### src/rtl/prs_pkg.sv
// Purpose: shared constants for the protocol core reset and readiness sequencer
// Assumes: one 100 MHz fabric clock
// Notes:   counts are in fabric clock cycles
package prs_pkg;
    // --------------------------------------------------------------------
    // timing constants
    // --------------------------------------------------------------------
    localparam int unsigned CLK_PERIOD_NS  = 10;     // fabric clock period
    localparam int unsigned CORE_RST_NS    = 200;    // internal core reset hold time
    localparam int unsigned CORE_RST_CYC   = (CORE_RST_NS + CLK_PERIOD_NS - 1) / CLK_PERIOD_NS;
    localparam int unsigned CNT_W          = 8;      // width of the hold counter
    localparam logic [7:0]  CORE_RST_CNT   = CORE_RST_CYC[7:0]; // cycles of internal reset
    localparam logic [7:0]  CNT_ZERO       = 8'h00;  // counter terminal value
    localparam logic [7:0]  CNT_ONE        = 8'h01;  // counter decrement step

    // --------------------------------------------------------------------
    // sequencer states
    // --------------------------------------------------------------------
    typedef enum logic [1:0] {
        PRS_RESET = 2'b00,   // core held in reset
        PRS_WAIT  = 2'b01,   // waiting for pll lock and application ready
        PRS_RUN   = 2'b10    // running from the fabric clock
    } prs_state_t;
endpackage

### src/rtl/prs_sync.sv
// Purpose: two flip-flop synchroniser for one level
// Assumes: input is asynchronous to clk_i
// Notes:   first stage is read by the second stage only
`timescale 1ns/10ps
module prs_sync (
    input  wire logic core_clk_i,   // destination clock
    input  wire logic sys_rst_i,    // synchronous reset, active high
    input  wire logic rst_val_i,    // value taken under reset (tie to constant)
    input  wire logic async_i,      // asynchronous level
    output logic      sync_o        // synchronised level
);
    logic meta_q;   // first stage
    logic sync_q;   // second stage

    // --------------------------------------------------------------------
    // two stage capture
    // --------------------------------------------------------------------
    always_ff @(posedge core_clk_i) begin
        if (sys_rst_i) begin
            meta_q <= rst_val_i;
            sync_q <= rst_val_i;
        end else begin
            meta_q <= async_i;
            sync_q <= meta_q;
        end
    end

    assign sync_o = sync_q;
endmodule

### src/rtl/prs_core_reset.sv
// Purpose: reset and readiness sequencer between a protocol core and fabric logic
// Assumes: single fabric clock core_clk_i at 100 MHz; link events arrive as pins
// Notes:   all outputs are registered; the power-on reset is caught through a
//          synchroniser so the reset indication is fabric synchronous
`timescale 1ns/10ps
module prs_core_reset
    import prs_pkg::*;
(
    input  wire logic core_clk_i,          // fabric clock
    input  wire logic sys_rst_i,           // synchronous reset, active high
    input  wire logic por_n_i,             // power-on reset pin, active low, asynchronous
    input  wire logic slot_rst_n_i,        // slot reset pin, active low, asynchronous
    input  wire logic core_ready_i,        // application ready and clock stable
    input  wire logic pll_lock_raw_i,      // raw lock from the core pll, asynchronous
    input  wire logic hot_reset_i,         // link training in hot reset, asynchronous
    input  wire logic link_up_i,           // data link up, asynchronous
    input  wire logic pipe_sim_i,          // pipe simulation mode strap
    input  wire logic fast_init_i,         // accelerated initialization strap
    output logic      clk_inuse_o,         // core is running from fabric clock
    output logic      reset_status_o,      // core clock domain in reset, active high
    output logic      pll_locked_o,        // core pll locked
    output logic      fast_init_o,         // accelerated initialization active
    output logic      datapath_rst_o,      // datapath and control registers reset
    output logic      hot_rst_exit_n_o,    // one-cycle low pulse on hot reset exit
    output logic      link_up_exit_n_o     // one-cycle low pulse on link loss
);
    // --------------------------------------------------------------------
    // synchronised pin inputs
    // --------------------------------------------------------------------
    logic       por_n_s;        // power-on reset, synchronised
    logic       slot_n_s;       // slot reset, synchronised
    logic       lock_s;         // pll lock, synchronised
    logic       hot_s;          // hot reset state, synchronised
    logic       up_s;           // link up, synchronised
    logic       hot_prev_q;     // previous hot reset level
    logic       up_prev_q;      // previous link up level
    logic       pipe_q;         // pipe mode strap, sampled every clock
    logic       fast_q;         // fast init strap, sampled every clock
    prs_state_t state_q;        // sequencer state
    prs_state_t state_d;        // next sequencer state
    logic [7:0] cnt_q;          // internal reset hold counter
    logic       core_rst_q;     // internal core reset flag
    logic       lock_eff;       // effective lock incl. pipe mode
    logic       hot_exit;       // hot reset just left
    logic       link_lost;      // link just went down

    prs_sync u_sync_por (
        .core_clk_i (core_clk_i),
        .sys_rst_i  (sys_rst_i),
        .rst_val_i  (1'b0),
        .async_i    (por_n_i),
        .sync_o     (por_n_s)
    );
    prs_sync u_sync_slot (
        .core_clk_i (core_clk_i),
        .sys_rst_i  (sys_rst_i),
        .rst_val_i  (1'b0),
        .async_i    (slot_rst_n_i),
        .sync_o     (slot_n_s)
    );
    prs_sync u_sync_lock (
        .core_clk_i (core_clk_i),
        .sys_rst_i  (sys_rst_i),
        .rst_val_i  (1'b0),
        .async_i    (pll_lock_raw_i),
        .sync_o     (lock_s)
    );
    prs_sync u_sync_hot (
        .core_clk_i (core_clk_i),
        .sys_rst_i  (sys_rst_i),
        .rst_val_i  (1'b0),
        .async_i    (hot_reset_i),
        .sync_o     (hot_s)
    );
    prs_sync u_sync_up (
        .core_clk_i (core_clk_i),
        .sys_rst_i  (sys_rst_i),
        .rst_val_i  (1'b0),
        .async_i    (link_up_i),
        .sync_o     (up_s)
    );

    // --------------------------------------------------------------------
    // strap capture and edge history
    // --------------------------------------------------------------------
    // straps are sampled by clock, never loaded by the reset itself
    always_ff @(posedge core_clk_i) begin
        pipe_q <= pipe_sim_i;
        fast_q <= fast_init_i;
    end

    // previous levels for exit detection
    always_ff @(posedge core_clk_i) begin
        if (sys_rst_i) begin
            hot_prev_q <= 1'b0;
            up_prev_q  <= 1'b0;
        end else begin
            hot_prev_q <= hot_s;
            up_prev_q  <= up_s;
        end
    end

    assign hot_exit  = hot_prev_q & ~hot_s;
    assign link_lost = up_prev_q & ~up_s;
    assign lock_eff  = lock_s | pipe_q;

    // --------------------------------------------------------------------
    // internal core reset flag
    // --------------------------------------------------------------------
    // power-up, hot reset and link loss reload the hold count
    always_ff @(posedge core_clk_i) begin
        if (sys_rst_i) begin
            cnt_q      <= CORE_RST_CNT;
            core_rst_q <= 1'b1;
        end else if (!por_n_s || hot_s || hot_exit || link_lost) begin
            cnt_q      <= CORE_RST_CNT;
            core_rst_q <= 1'b1;
        end else if (cnt_q != CNT_ZERO) begin
            cnt_q      <= cnt_q - CNT_ONE;
            core_rst_q <= 1'b1;
        end else begin
            core_rst_q <= 1'b0;
        end
    end

    // --------------------------------------------------------------------
    // sequencer
    // --------------------------------------------------------------------
    // next state: leave reset, wait for lock and ready, then run
    always_comb begin
        state_d = state_q;
        unique case (state_q)
            PRS_RESET: begin
                if (!core_rst_q) begin
                    state_d = PRS_WAIT;
                end
            end
            PRS_WAIT: begin
                // ready from the application is only meaningful with lock
                if (core_rst_q) begin
                    state_d = PRS_RESET;
                end else if (lock_eff && core_ready_i) begin
                    state_d = PRS_RUN;
                end
            end
            PRS_RUN: begin
                if (core_rst_q) begin
                    state_d = PRS_RESET;
                end else if (!core_ready_i) begin
                    state_d = PRS_WAIT;
                end
            end
            default: begin
                state_d = PRS_RESET;
            end
        endcase
    end

    // state register
    always_ff @(posedge core_clk_i) begin
        if (sys_rst_i) begin
            state_q <= PRS_RESET;
        end else begin
            state_q <= state_d;
        end
    end

    // --------------------------------------------------------------------
    // registered outputs
    // --------------------------------------------------------------------
    // clock-in-use follows the run state
    always_ff @(posedge core_clk_i) begin
        if (sys_rst_i) begin
            clk_inuse_o <= 1'b0;
        end else begin
            clk_inuse_o <= (state_d == PRS_RUN);
        end
    end

    // reset indication: clears only with power-on released and flag clear
    always_ff @(posedge core_clk_i) begin
        if (sys_rst_i) begin
            reset_status_o <= 1'b1;
        end else begin
            reset_status_o <= ~por_n_s | core_rst_q;
        end
    end

    // slot reset and power-on reset both clear the datapath
    always_ff @(posedge core_clk_i) begin
        if (sys_rst_i) begin
            datapath_rst_o <= 1'b1;
        end else begin
            datapath_rst_o <= ~slot_n_s | ~por_n_s;
        end
    end

    // lock and fast-init flags
    always_ff @(posedge core_clk_i) begin
        if (sys_rst_i) begin
            pll_locked_o <= 1'b0;
            fast_init_o  <= 1'b0;
        end else begin
            pll_locked_o <= lock_eff;
            fast_init_o  <= fast_q;
        end
    end

    // exit pulses, active low, one cycle each
    always_ff @(posedge core_clk_i) begin
        if (sys_rst_i) begin
            hot_rst_exit_n_o <= 1'b1;
            link_up_exit_n_o <= 1'b1;
        end else begin
            hot_rst_exit_n_o <= ~hot_exit;
            link_up_exit_n_o <= ~link_lost;
        end
    end
endmodule

### config.mk
export PLATFORM = sky130hd
export DESIGN_NAME = prs_core_reset
export DESIGN_NICKNAME = d
export VERILOG_FILES = /design/src/rtl/prs_pkg.sv /design/src/rtl/prs_sync.sv /design/src/rtl/prs_core_reset.sv
export SDC_FILE = /design/constraint.sdc
export NUM_CORES = 1
export LEC_CHECK = 0
export ABC_CLOCK_PERIOD_IN_PS = 1500
export BUFFER_PORTS_ARGS = -buffer_cell sky130_fd_sc_hd__buf_4
export CAP_MARGIN = 15
export CORE_ASPECT_RATIO = 0.9
export CORE_UTILIZATION = 48
export DETAILED_ROUTE_END_ITERATION = 6
export GPL_ROUTABILITY_DRIVEN = 0
export PLACE_DENSITY_LB_ADDON = 0.05
export SETUP_SLACK_MARGIN = 0.15
export SYNTH_ARGS = -nofsm -noshare
export SYNTH_HDL_FRONTEND = slang
export SYNTH_HIERARCHICAL = 1
export SYNTH_SLANG_ARGS = --single-unit
### constraint.sdc
create_clock -name core_clk_i -period 1.5 [get_ports core_clk_i]
set_input_delay 0.075 -clock core_clk_i [delete_from_list [all_inputs] [get_ports core_clk_i]]
set_output_delay 0.075 -clock core_clk_i [all_outputs]
set_load 0.03 [all_outputs]
After elaboration in Yosys (flattened, before gate mapping)
Index checks and enable logic that the tools add are counted.
W data, S select, Z words.
{ "word_totals": {"regBits": 32, "latchBits": 0, "ram_bits": 0, "rom_bits": 0, "input_bits": 10, "word_cells": 54, "mem_count": 0} }
{ "op_classes": {"n_addsub": 1, "mul": 0, "n_div": 0, "n_lt_le_gt_ge": 0, "eq_ne": 3, "shifts": 0, "muxes": 7, "bitwise": 11, "reduce_logical": 8} }
{ "ops": {"columns": ["op", "count"], "rows": [
  ["$mux W2", 5],
  ["$reduce_bool A8 Y1", 1],
  ["$sub A8 B1 Y8 const B", 1],
  ["$not A1 Y1", 6],
  ["$pmux W2 S3", 1],
  ["$eq A2 B2 Y1 const B", 2],
  ["$logic_or A1 B1 Y1", 3],
  ["$or A1 B1 Y1", 3],
  ["$and A1 B1 Y1", 2],
  ["$eq A2 B1 Y1 const B", 1],
  ["$logic_not A2 Y1", 1],
  ["$reduce_or A2 Y1", 1],
  ["$logic_and A1 B1 Y1", 1],
  ["$logic_not A1 Y1", 1],
  ["$mux W1", 1]
]} }

Depth between registers and ports, before layout
Gate-level depths: netlist of run 1.
{ "depth": {"word_depth": 6, "mapped_depth": 5, "ltp_nobuf": 5} }

Modules after synthesis
The synthesis of run 1 kept the hierarchy.
{ "modules_own_cells": {"columns": ["module", "n_inst", "cells_each", "area_each_um2"], "rows": [
  ["prs_core_reset", 1, 83, 813.3],
  ["prs_sync", 5, 4, 62.6]
]} }

Worst setup path after synthesis of run 1
OpenSTA, ideal clock, no wires.
{ "synth_timing": {"path_type": "register to register", "startpoint": "register cnt_q[3]", "endpoint": "register cnt_q[7]", "setup_ns": 0.071, "t_arrival_ns": 1.579, "setup_slack_ns": -0.150, "stages_incl_launch_ff": 5, "path_buffers": 1, "period_less_slack_ns": 1.650, "path_cell_list": "dfxtp_1 -> or4_1 -> buf_2 -> or4_1 -> a21oi_1"} }
{ "synth_via": {"elab_chain_cells": 1, "word_cells_on_any_way": 2} }
{ "synth_rtl": {"columns": ["item", "line", "text"], "rows": [
  ["from (decl)", "prs_core_reset.sv:41", "logic [7:0] cnt_q;"],
  ["from (signal assigned)", "prs_core_reset.sv:119", "cnt_q <= cnt_q - CNT_ONE;"],
  ["$sub A8 B1 Y8 / $reduce_bool A8 Y1 (equally long branches)", "prs_core_reset.sv:119, prs_core_reset.sv:118", null]
]} }
Several ways; a longest one is shown, not always the timed one.
A chain may end at the register's enable or synchronous reset.

Worst setup path in the final report of run 1
{ "layout_timing": {"startpoint": "register cnt_q[3]", "endpoint": "register cnt_q[1]"} }
{ "layout_via": {"elab_chain_cells": 1} }
{ "layout_rtl": {"columns": ["item", "line", "text"], "rows": [
  ["$reduce_bool A8 Y1", "prs_core_reset.sv:118", "end else if (cnt_q != CNT_ZERO) begin"]
]} }
Every way passes these cells.

==> results.json, run 1 <==
{
  "grt-ovfl-total": 0,
  "grt_pass1_wl_um": 3150,
  "holdPathStages": 3,
  "rsz0062_at_grt": "yes",
  "largest_register": "cnt_q",
  "dp_slack_ns": -0.0271,
  "drtPass1Iterations": 3,
  "syn_area_mm2": 0.00113,
  "largest_reg_flops": 8,
  "final_nets": 164,
  "syn_avg_cell_area_um2": 10.9,
  "insertion_delay_ns": 0.32,
  "min_path_type": "in2reg",
  "grtUsageTotal_pct": 18.7,
  "start_util_pct": 51.1,
  "ant_nets": 0,
  "clk_pin_slew_ns": 0.09,
  "min_period_ns": 1.48,
  "arrival_ns": 1.70,
  "regToRegSetupSlack_ns": 0.02,
  "cp_slowest_stage_delay_ns": 0.54,
  "grt_pass1_vias": 783,
  "wire_per_inst_um": 11.7,
  "worstSetupEndpointType": "flop",
  "die_x_um": 53.1,
  "power_leakage_nw": 0.631,
  "dieHeight_um": 48.0,
  "maxCapViolCount": 0,
  "p_sw_share_pct": 23.5,
  "diodes": 0,
  "num_io_pins": 17,
  "cts.htree.levels": 2,
  "synth_cell_types": 27,
  "finalSetupViolCount": 0,
  "r2r_cells": 3,
  "cts_sinks": 32,
  "criticalPathCategory": "reg2reg",
  "crit_path_top_delay_cell": "or4_4",
  "max_clock_freq_ghz": 0.675,
  "path_max_fanout": 3,
  "synth_warnings": 6,
  "antenna_found_initial": 0,
  "num_rows": 16,
  "p_sw_w": 0.000375,
  "whs_ns": 0.0217,
  "status": "completed",
  "syn_inst": 103,
  "clock_path_buffers": 2,
  "layout-area-overhead-vs-synth_pct": 42.9,
  "dr.first_iter.drc_count": 6,
  "dp.final_hpwl_um": 1390,
  "combPwrFrac_pct": 11.6,
  "coreArea_mm2": 0.00220,
  "synth_seq_area_share_pct": 56.9,
  "skew_ns": 0.00424,
  "final_common_cell": "dfxtp_1",
  "timing.final.crit_share_pct": 98.7,
  "dieArea_mm2": 0.00254,
  "top_regs": "cnt_q: 8 flops, state_q: 2 flops",
  "path_cells": "or4_4 > buf_4 > o311a_4",
  "final_cell_mix": "28 x dfxtp_1, 27 x buf_4, 10 x mux2_2, 10 x conb_1, 7 x dlygate4sd3_1",
  "cp.required_ns": 1.71,
  "drive_gt1_share_pct": 41.2,
  "drt-vias-per-instance": 4.92,
  "ys_seq_elements": 32,
  "peakVddDrop_uv": 723,
  "hold_viol": 0,
  "drc_errors": 0,
  "grt_max_degree": 19,
  "setup_slack_ns": 0.0188,
  "drv_slew": 0,
  "powerDensity_mw_per_mm2": 992,
  "root_buffer": "clkbuf_4",
  "p_int_w": 0.00122,
  "power.share.sequential_pct": 57.2,
  "num_vias": 886,
  "clockPowerShare_pct": 31.2,
  "cp-start-kind": "flop",
  "drt_wl_total_um": 2100,
  "port_buffers": 16,
  "final_util_pct": 73.1,
  "cts_tree": "done",
  "numCtsBuffers": 5
}
[path summary, 6_finish.rpt]
kind                      startpoint              to
setup / recovery            cnt_q[3]        cnt_q[1]
hold / removal          core_ready_i      state_q[1]
setup reg to reg            cnt_q[3]        cnt_q[1]
hold reg to reg   u_sync_slot/sync_o  datapath_rst_o
[power by group through the flow]
stage	Clock, W	Combinational [W]	Sequential, W
after floorplan	0	0.0000691	0.000941
after global placement	0	0.000138	0.000929
after CTS	0.000523	0.000174	0.000912
after detailed placement	0	0.000142	0.000931
final	0.000498	0.000185	0.000912
after global routing	0.000551	0.000204	0.000918
[worst max-delay path, delay by kind of cell (launching register included)]
family	cells	cell delay (ns)
buffers and inverters	1	0.17
flip-flops	1	0.34
AND/OR/NAND/NOR	1	0.54
AO/OA/AOI/OAI	1	0.34
[area by class of cell]
type | instances | area (um2)
timing repair buffer | 34 | 273
fill | 170 | 593
multi-input combinational | 77 | 581
sequential | 32 | 648
tap | 27 | 33.8
clock buffer | 6 | 51.3
clock inverter | 2 | 10.0
inverter | 2 | 12.5
[stage by stage]
stage	TNS, ns	area, um2	total power (W)	std cells
floorplan	-0.0316	1160	0.00101	112
global placement	0	1370	0.00107	162
detailed placement	-0.0271	1370	0.00107	162
CTS	0	1570	0.00161	180
global route	-0.0319	1610	0.00167	180
finish	0	1610	0.00160	180
[synth_stat cells]
master / number / area share (%)
conb_1: 1 / 0.33
nand3b_1: 1 / 0.67
o21ai_0: 7 / 3.1
o211ai_1: 1 / 0.67
dfxtp_1: 32 / 57
or3b_1: 1 / 0.78
nand2b_1: 4 / 2.2
or3_2: 1 / 0.67
xnor2_1: 3 / 2.3
ha_1: 2 / 2.2
o311a_2: 1 / 1.0
nand2_1: 5 / 1.7
o21a_1: 1 / 0.67
and3_1: 1 / 0.56
nor3b_1: 3 / 2.0
nor2b_1: 4 / 2.2
nor2_1: 5 / 1.7
inv_1: 2 / 0.67
nor4_1: 1 / 0.56
or3b_2: 1 / 0.78
or3_1: 1 / 0.56
a21oi_1: 5 / 2.2
buf_2: 1 / 0.44
mux2_2: 10 / 10
nor3_1: 4 / 1.8
o31ai_1: 1 / 0.67
or4_1: 4 / 2.7
[routing by layer]
metal | global-route usage, % | up-vias | share of wire, %
met4 | 13.2 | 0 | 1.7
met1 | 20.3 | 412 | 44
met3 | 7.30 | 5 | 3.5
li1 | - | 455 | -
met2 | 30.6 | 14 | 51
met5 | 0 | - | 0
[kinds of logic (layout without fill, tap and decap cells)]
logic type,count (synthesis),count (layout),share of synthesized area (%)
xor+xnor,3,3,2.33
mux,10,10,10.0
other cells,1,10,0.333
buf+inv,3,44,1.11
compound gates,16,16,8.33
fa+ha+maj,2,2,2.22
flops,32,32,56.9
simple gates,36,36,18.8
[timing repair]
item                                    4_1_cts  5_1_grt
hold buffers                                  7        0
endpoints found under the setup margin        9        9
gates resized for setup                      12       11
pin swaps                                     5        4
setup buffers                                 3        0
endpoints found under the hold margin         7        0
cloned                                        0        0
(Power assumes the default switching activity.)
==> run 2, diff against run 1 <==
Settings changed: CORE_ASPECT_RATIO 0.9 to unset.
==> run 2 against run 1 <==
Net effect:
- the run now ends with negative setup slack left
- critical endpoint is now cnt_q[7]
- global-route usage rose by 0.060 points
- largest cell class unchanged
- total power fell by 0.94%
- combinational power fell by 4%
- sequential power barely moved
- clock power fell by 1%
- worst setup slack got worse by 0.056 ns
- final area did not move
- critical path depth did not move
==> results.json, run 2 (synthesized netlist as in run 1, its figures left out) <==
{
  "status": "finished with violations",
  "violations": "negative setup slack",
  "min_path_type": "in2reg",
  "drt-vias-per-instance": 4.81,
  "path_max_fanout": 7,
  "path_cells": "or4_4 > or4_4 > a21oi_2",
  "insertion_delay_ns": 0.32,
  "wire_per_inst_um": 11.1,
  "drive_gt1_share_pct": 40.9,
  "arrival_ns": 1.80,
  "drt_wl_total_um": 2020,
  "cts_sinks": 32,
  "dieHeight_um": 50.4,
  "peakVddDrop_uv": 639,
  "grtUsageTotal_pct": 18.7,
  "p_sw_w": 0.000354,
  "dp.final_hpwl_um": 1300,
  "powerDensity_mw_per_mm2": 982,
  "clk_pin_slew_ns": 0.09,
  "crit_path_top_delay_cell": "or4_4",
  "coreArea_mm2": 0.00221,
  "cts.htree.levels": 2,
  "power_leakage_nw": 0.631,
  "power.share.sequential_pct": 57.6,
  "worstSetupEndpointType": "flop",
  "cp.required_ns": 1.76,
  "drv_slew": 0,
  "rsz0062_at_grt": "yes",
  "grt-ovfl-total": 0,
  "drc_errors": 0,
  "numCtsBuffers": 5,
  "clockPowerShare_pct": 31.2,
  "p_sw_share_pct": 22.4,
  "final_nets": 165,
  "ant_nets": 0,
  "combPwrFrac_pct": 11.2,
  "skew_ns": 0.00605,
  "final_util_pct": 72.7,
  "num_rows": 17,
  "top_regs": "cnt_q: 8 flops, state_q: 2 flops",
  "layout-area-overhead-vs-synth_pct": 42.9,
  "num_vias": 875,
  "clock_path_buffers": 2,
  "diodes": 0,
  "final_common_cell": "dfxtp_1",
  "largest_reg_flops": 8,
  "p_int_w": 0.00123,
  "fin_setup_tns_ns": -0.0370,
  "grt_pass1_vias": 890,
  "drtPass1Iterations": 4,
  "regToRegSetupSlack_ns": -0.04,
  "whs_ns": 0.157,
  "max_clock_freq_ghz": 0.651,
  "antenna_found_initial": 0,
  "die_x_um": 50.4,
  "num_io_pins": 17,
  "path_buf_inv": 0,
  "largest_register": "cnt_q",
  "port_buffers": 16,
  "timing.final.crit_share_pct": 102,
  "grt_pass1_wl_um": 3430,
  "cpMostUsedCell": "or4_4",
  "root_buffer": "clkbuf_4",
  "maxCapViolCount": 0,
  "dr.first_iter.drc_count": 7,
  "hold_viol": 0,
  "dp_slack_ns": -0.0665,
  "cts_tree": "done",
  "finalSetupViolCount": 1,
  "fill_cells": 173,
  "dieArea_mm2": 0.00254,
  "setup_slack_ns": -0.0370,
  "criticalPathCategory": "reg2reg",
  "start_util_pct": 50.9,
  "cp_slowest_stage_delay_ns": 0.57,
  "min_period_ns": 1.54,
  "cp_top_family": "simple AND/OR/NAND/NOR gates",
  "cp-start-kind": "flop",
  "grt_max_degree": 19,
  "final_cell_mix": "28 x dfxtp_1, 26 x buf_4, 10 x mux2_2, 10 x conb_1, 8 x dlygate4sd3_1"
}
[run 2: cell types whose count changed in the layout (fill, tap and decap cells not counted), sizes merged]
cell	delta
dlygate4sd3	+1
clkinv	-2
clkbuf	+2
[run 2: power groups by stage]
stage	Clock (W)	Sequential, W	Combinational (W)
floorplan	0	0.000941	0.0000691
global placement	0	0.000929	0.000137
detailed placement	0	0.000930	0.000140
CTS	0.000513	0.000910	0.000175
global route	0.000552	0.000916	0.000194
finish	0.000493	0.000911	0.000177
[run 2: routing by layer]
layer  vias to the layer above  share of wire [%]  track usage [%]
met3                         6                3.7             9.39
met2                        11                 53             32.7
met5                         -                  0                0
met1                       405                 42             18.1
met4                         0                1.9             9.26
li1                        453                  -                -
[run 2: final timing paths]
kind,startpoint,end,cells after the start
setup / recovery,cnt_q[6],cnt_q[7],3
hold / removal,sys_rst_i,fast_init_o,3
setup reg to reg,cnt_q[6],cnt_q[7],3
hold reg to reg,u_sync_slot/sync_o,datapath_rst_o,1
[run 2: worst register-to-register path: cells and delay by family, from the launching register on]
family | cells | cell delay, ns
flops | 1 | 0.32
compound gates | 1 | 0.14
simple gates | 2 | 1.01
[run 2: cell type report]
| type | count | area, um2 | area share, % |
|---|---|---|---|
| Timing Repair Buffer | 35 | 287 | 17.8 |
| Sequential cell | 32 | 648 | 40.3 |
| Multi-Input combinational cell | 77 | 571 | 35.5 |
| Clock buffer | 8 | 58.8 | 3.65 |
| Tap cell | 28 | 35.0 | 2.18 |
| Inverter | 2 | 10.0 | 0.622 |
[run 2: stage by stage]
stage | total power, W | std cells | instance area (um2)
after CTS | 0.00160 | 182 | 1590
after global routing | 0.00166 | 182 | 1610
after detailed placement | 0.00107 | 162 | 1370
final | 0.00158 | 182 | 1610
after floorplan | 0.00101 | 112 | 1160
after global placement | 0.00107 | 162 | 1370
[run 2: repair_timing]
item                       CTS  global route
buffers inserted             4             0
setup endpoints to repair    9             9
hold buffers                 8             0
hold endpoints to repair     8             0
pin swaps                    2             0
resized for setup           16             5
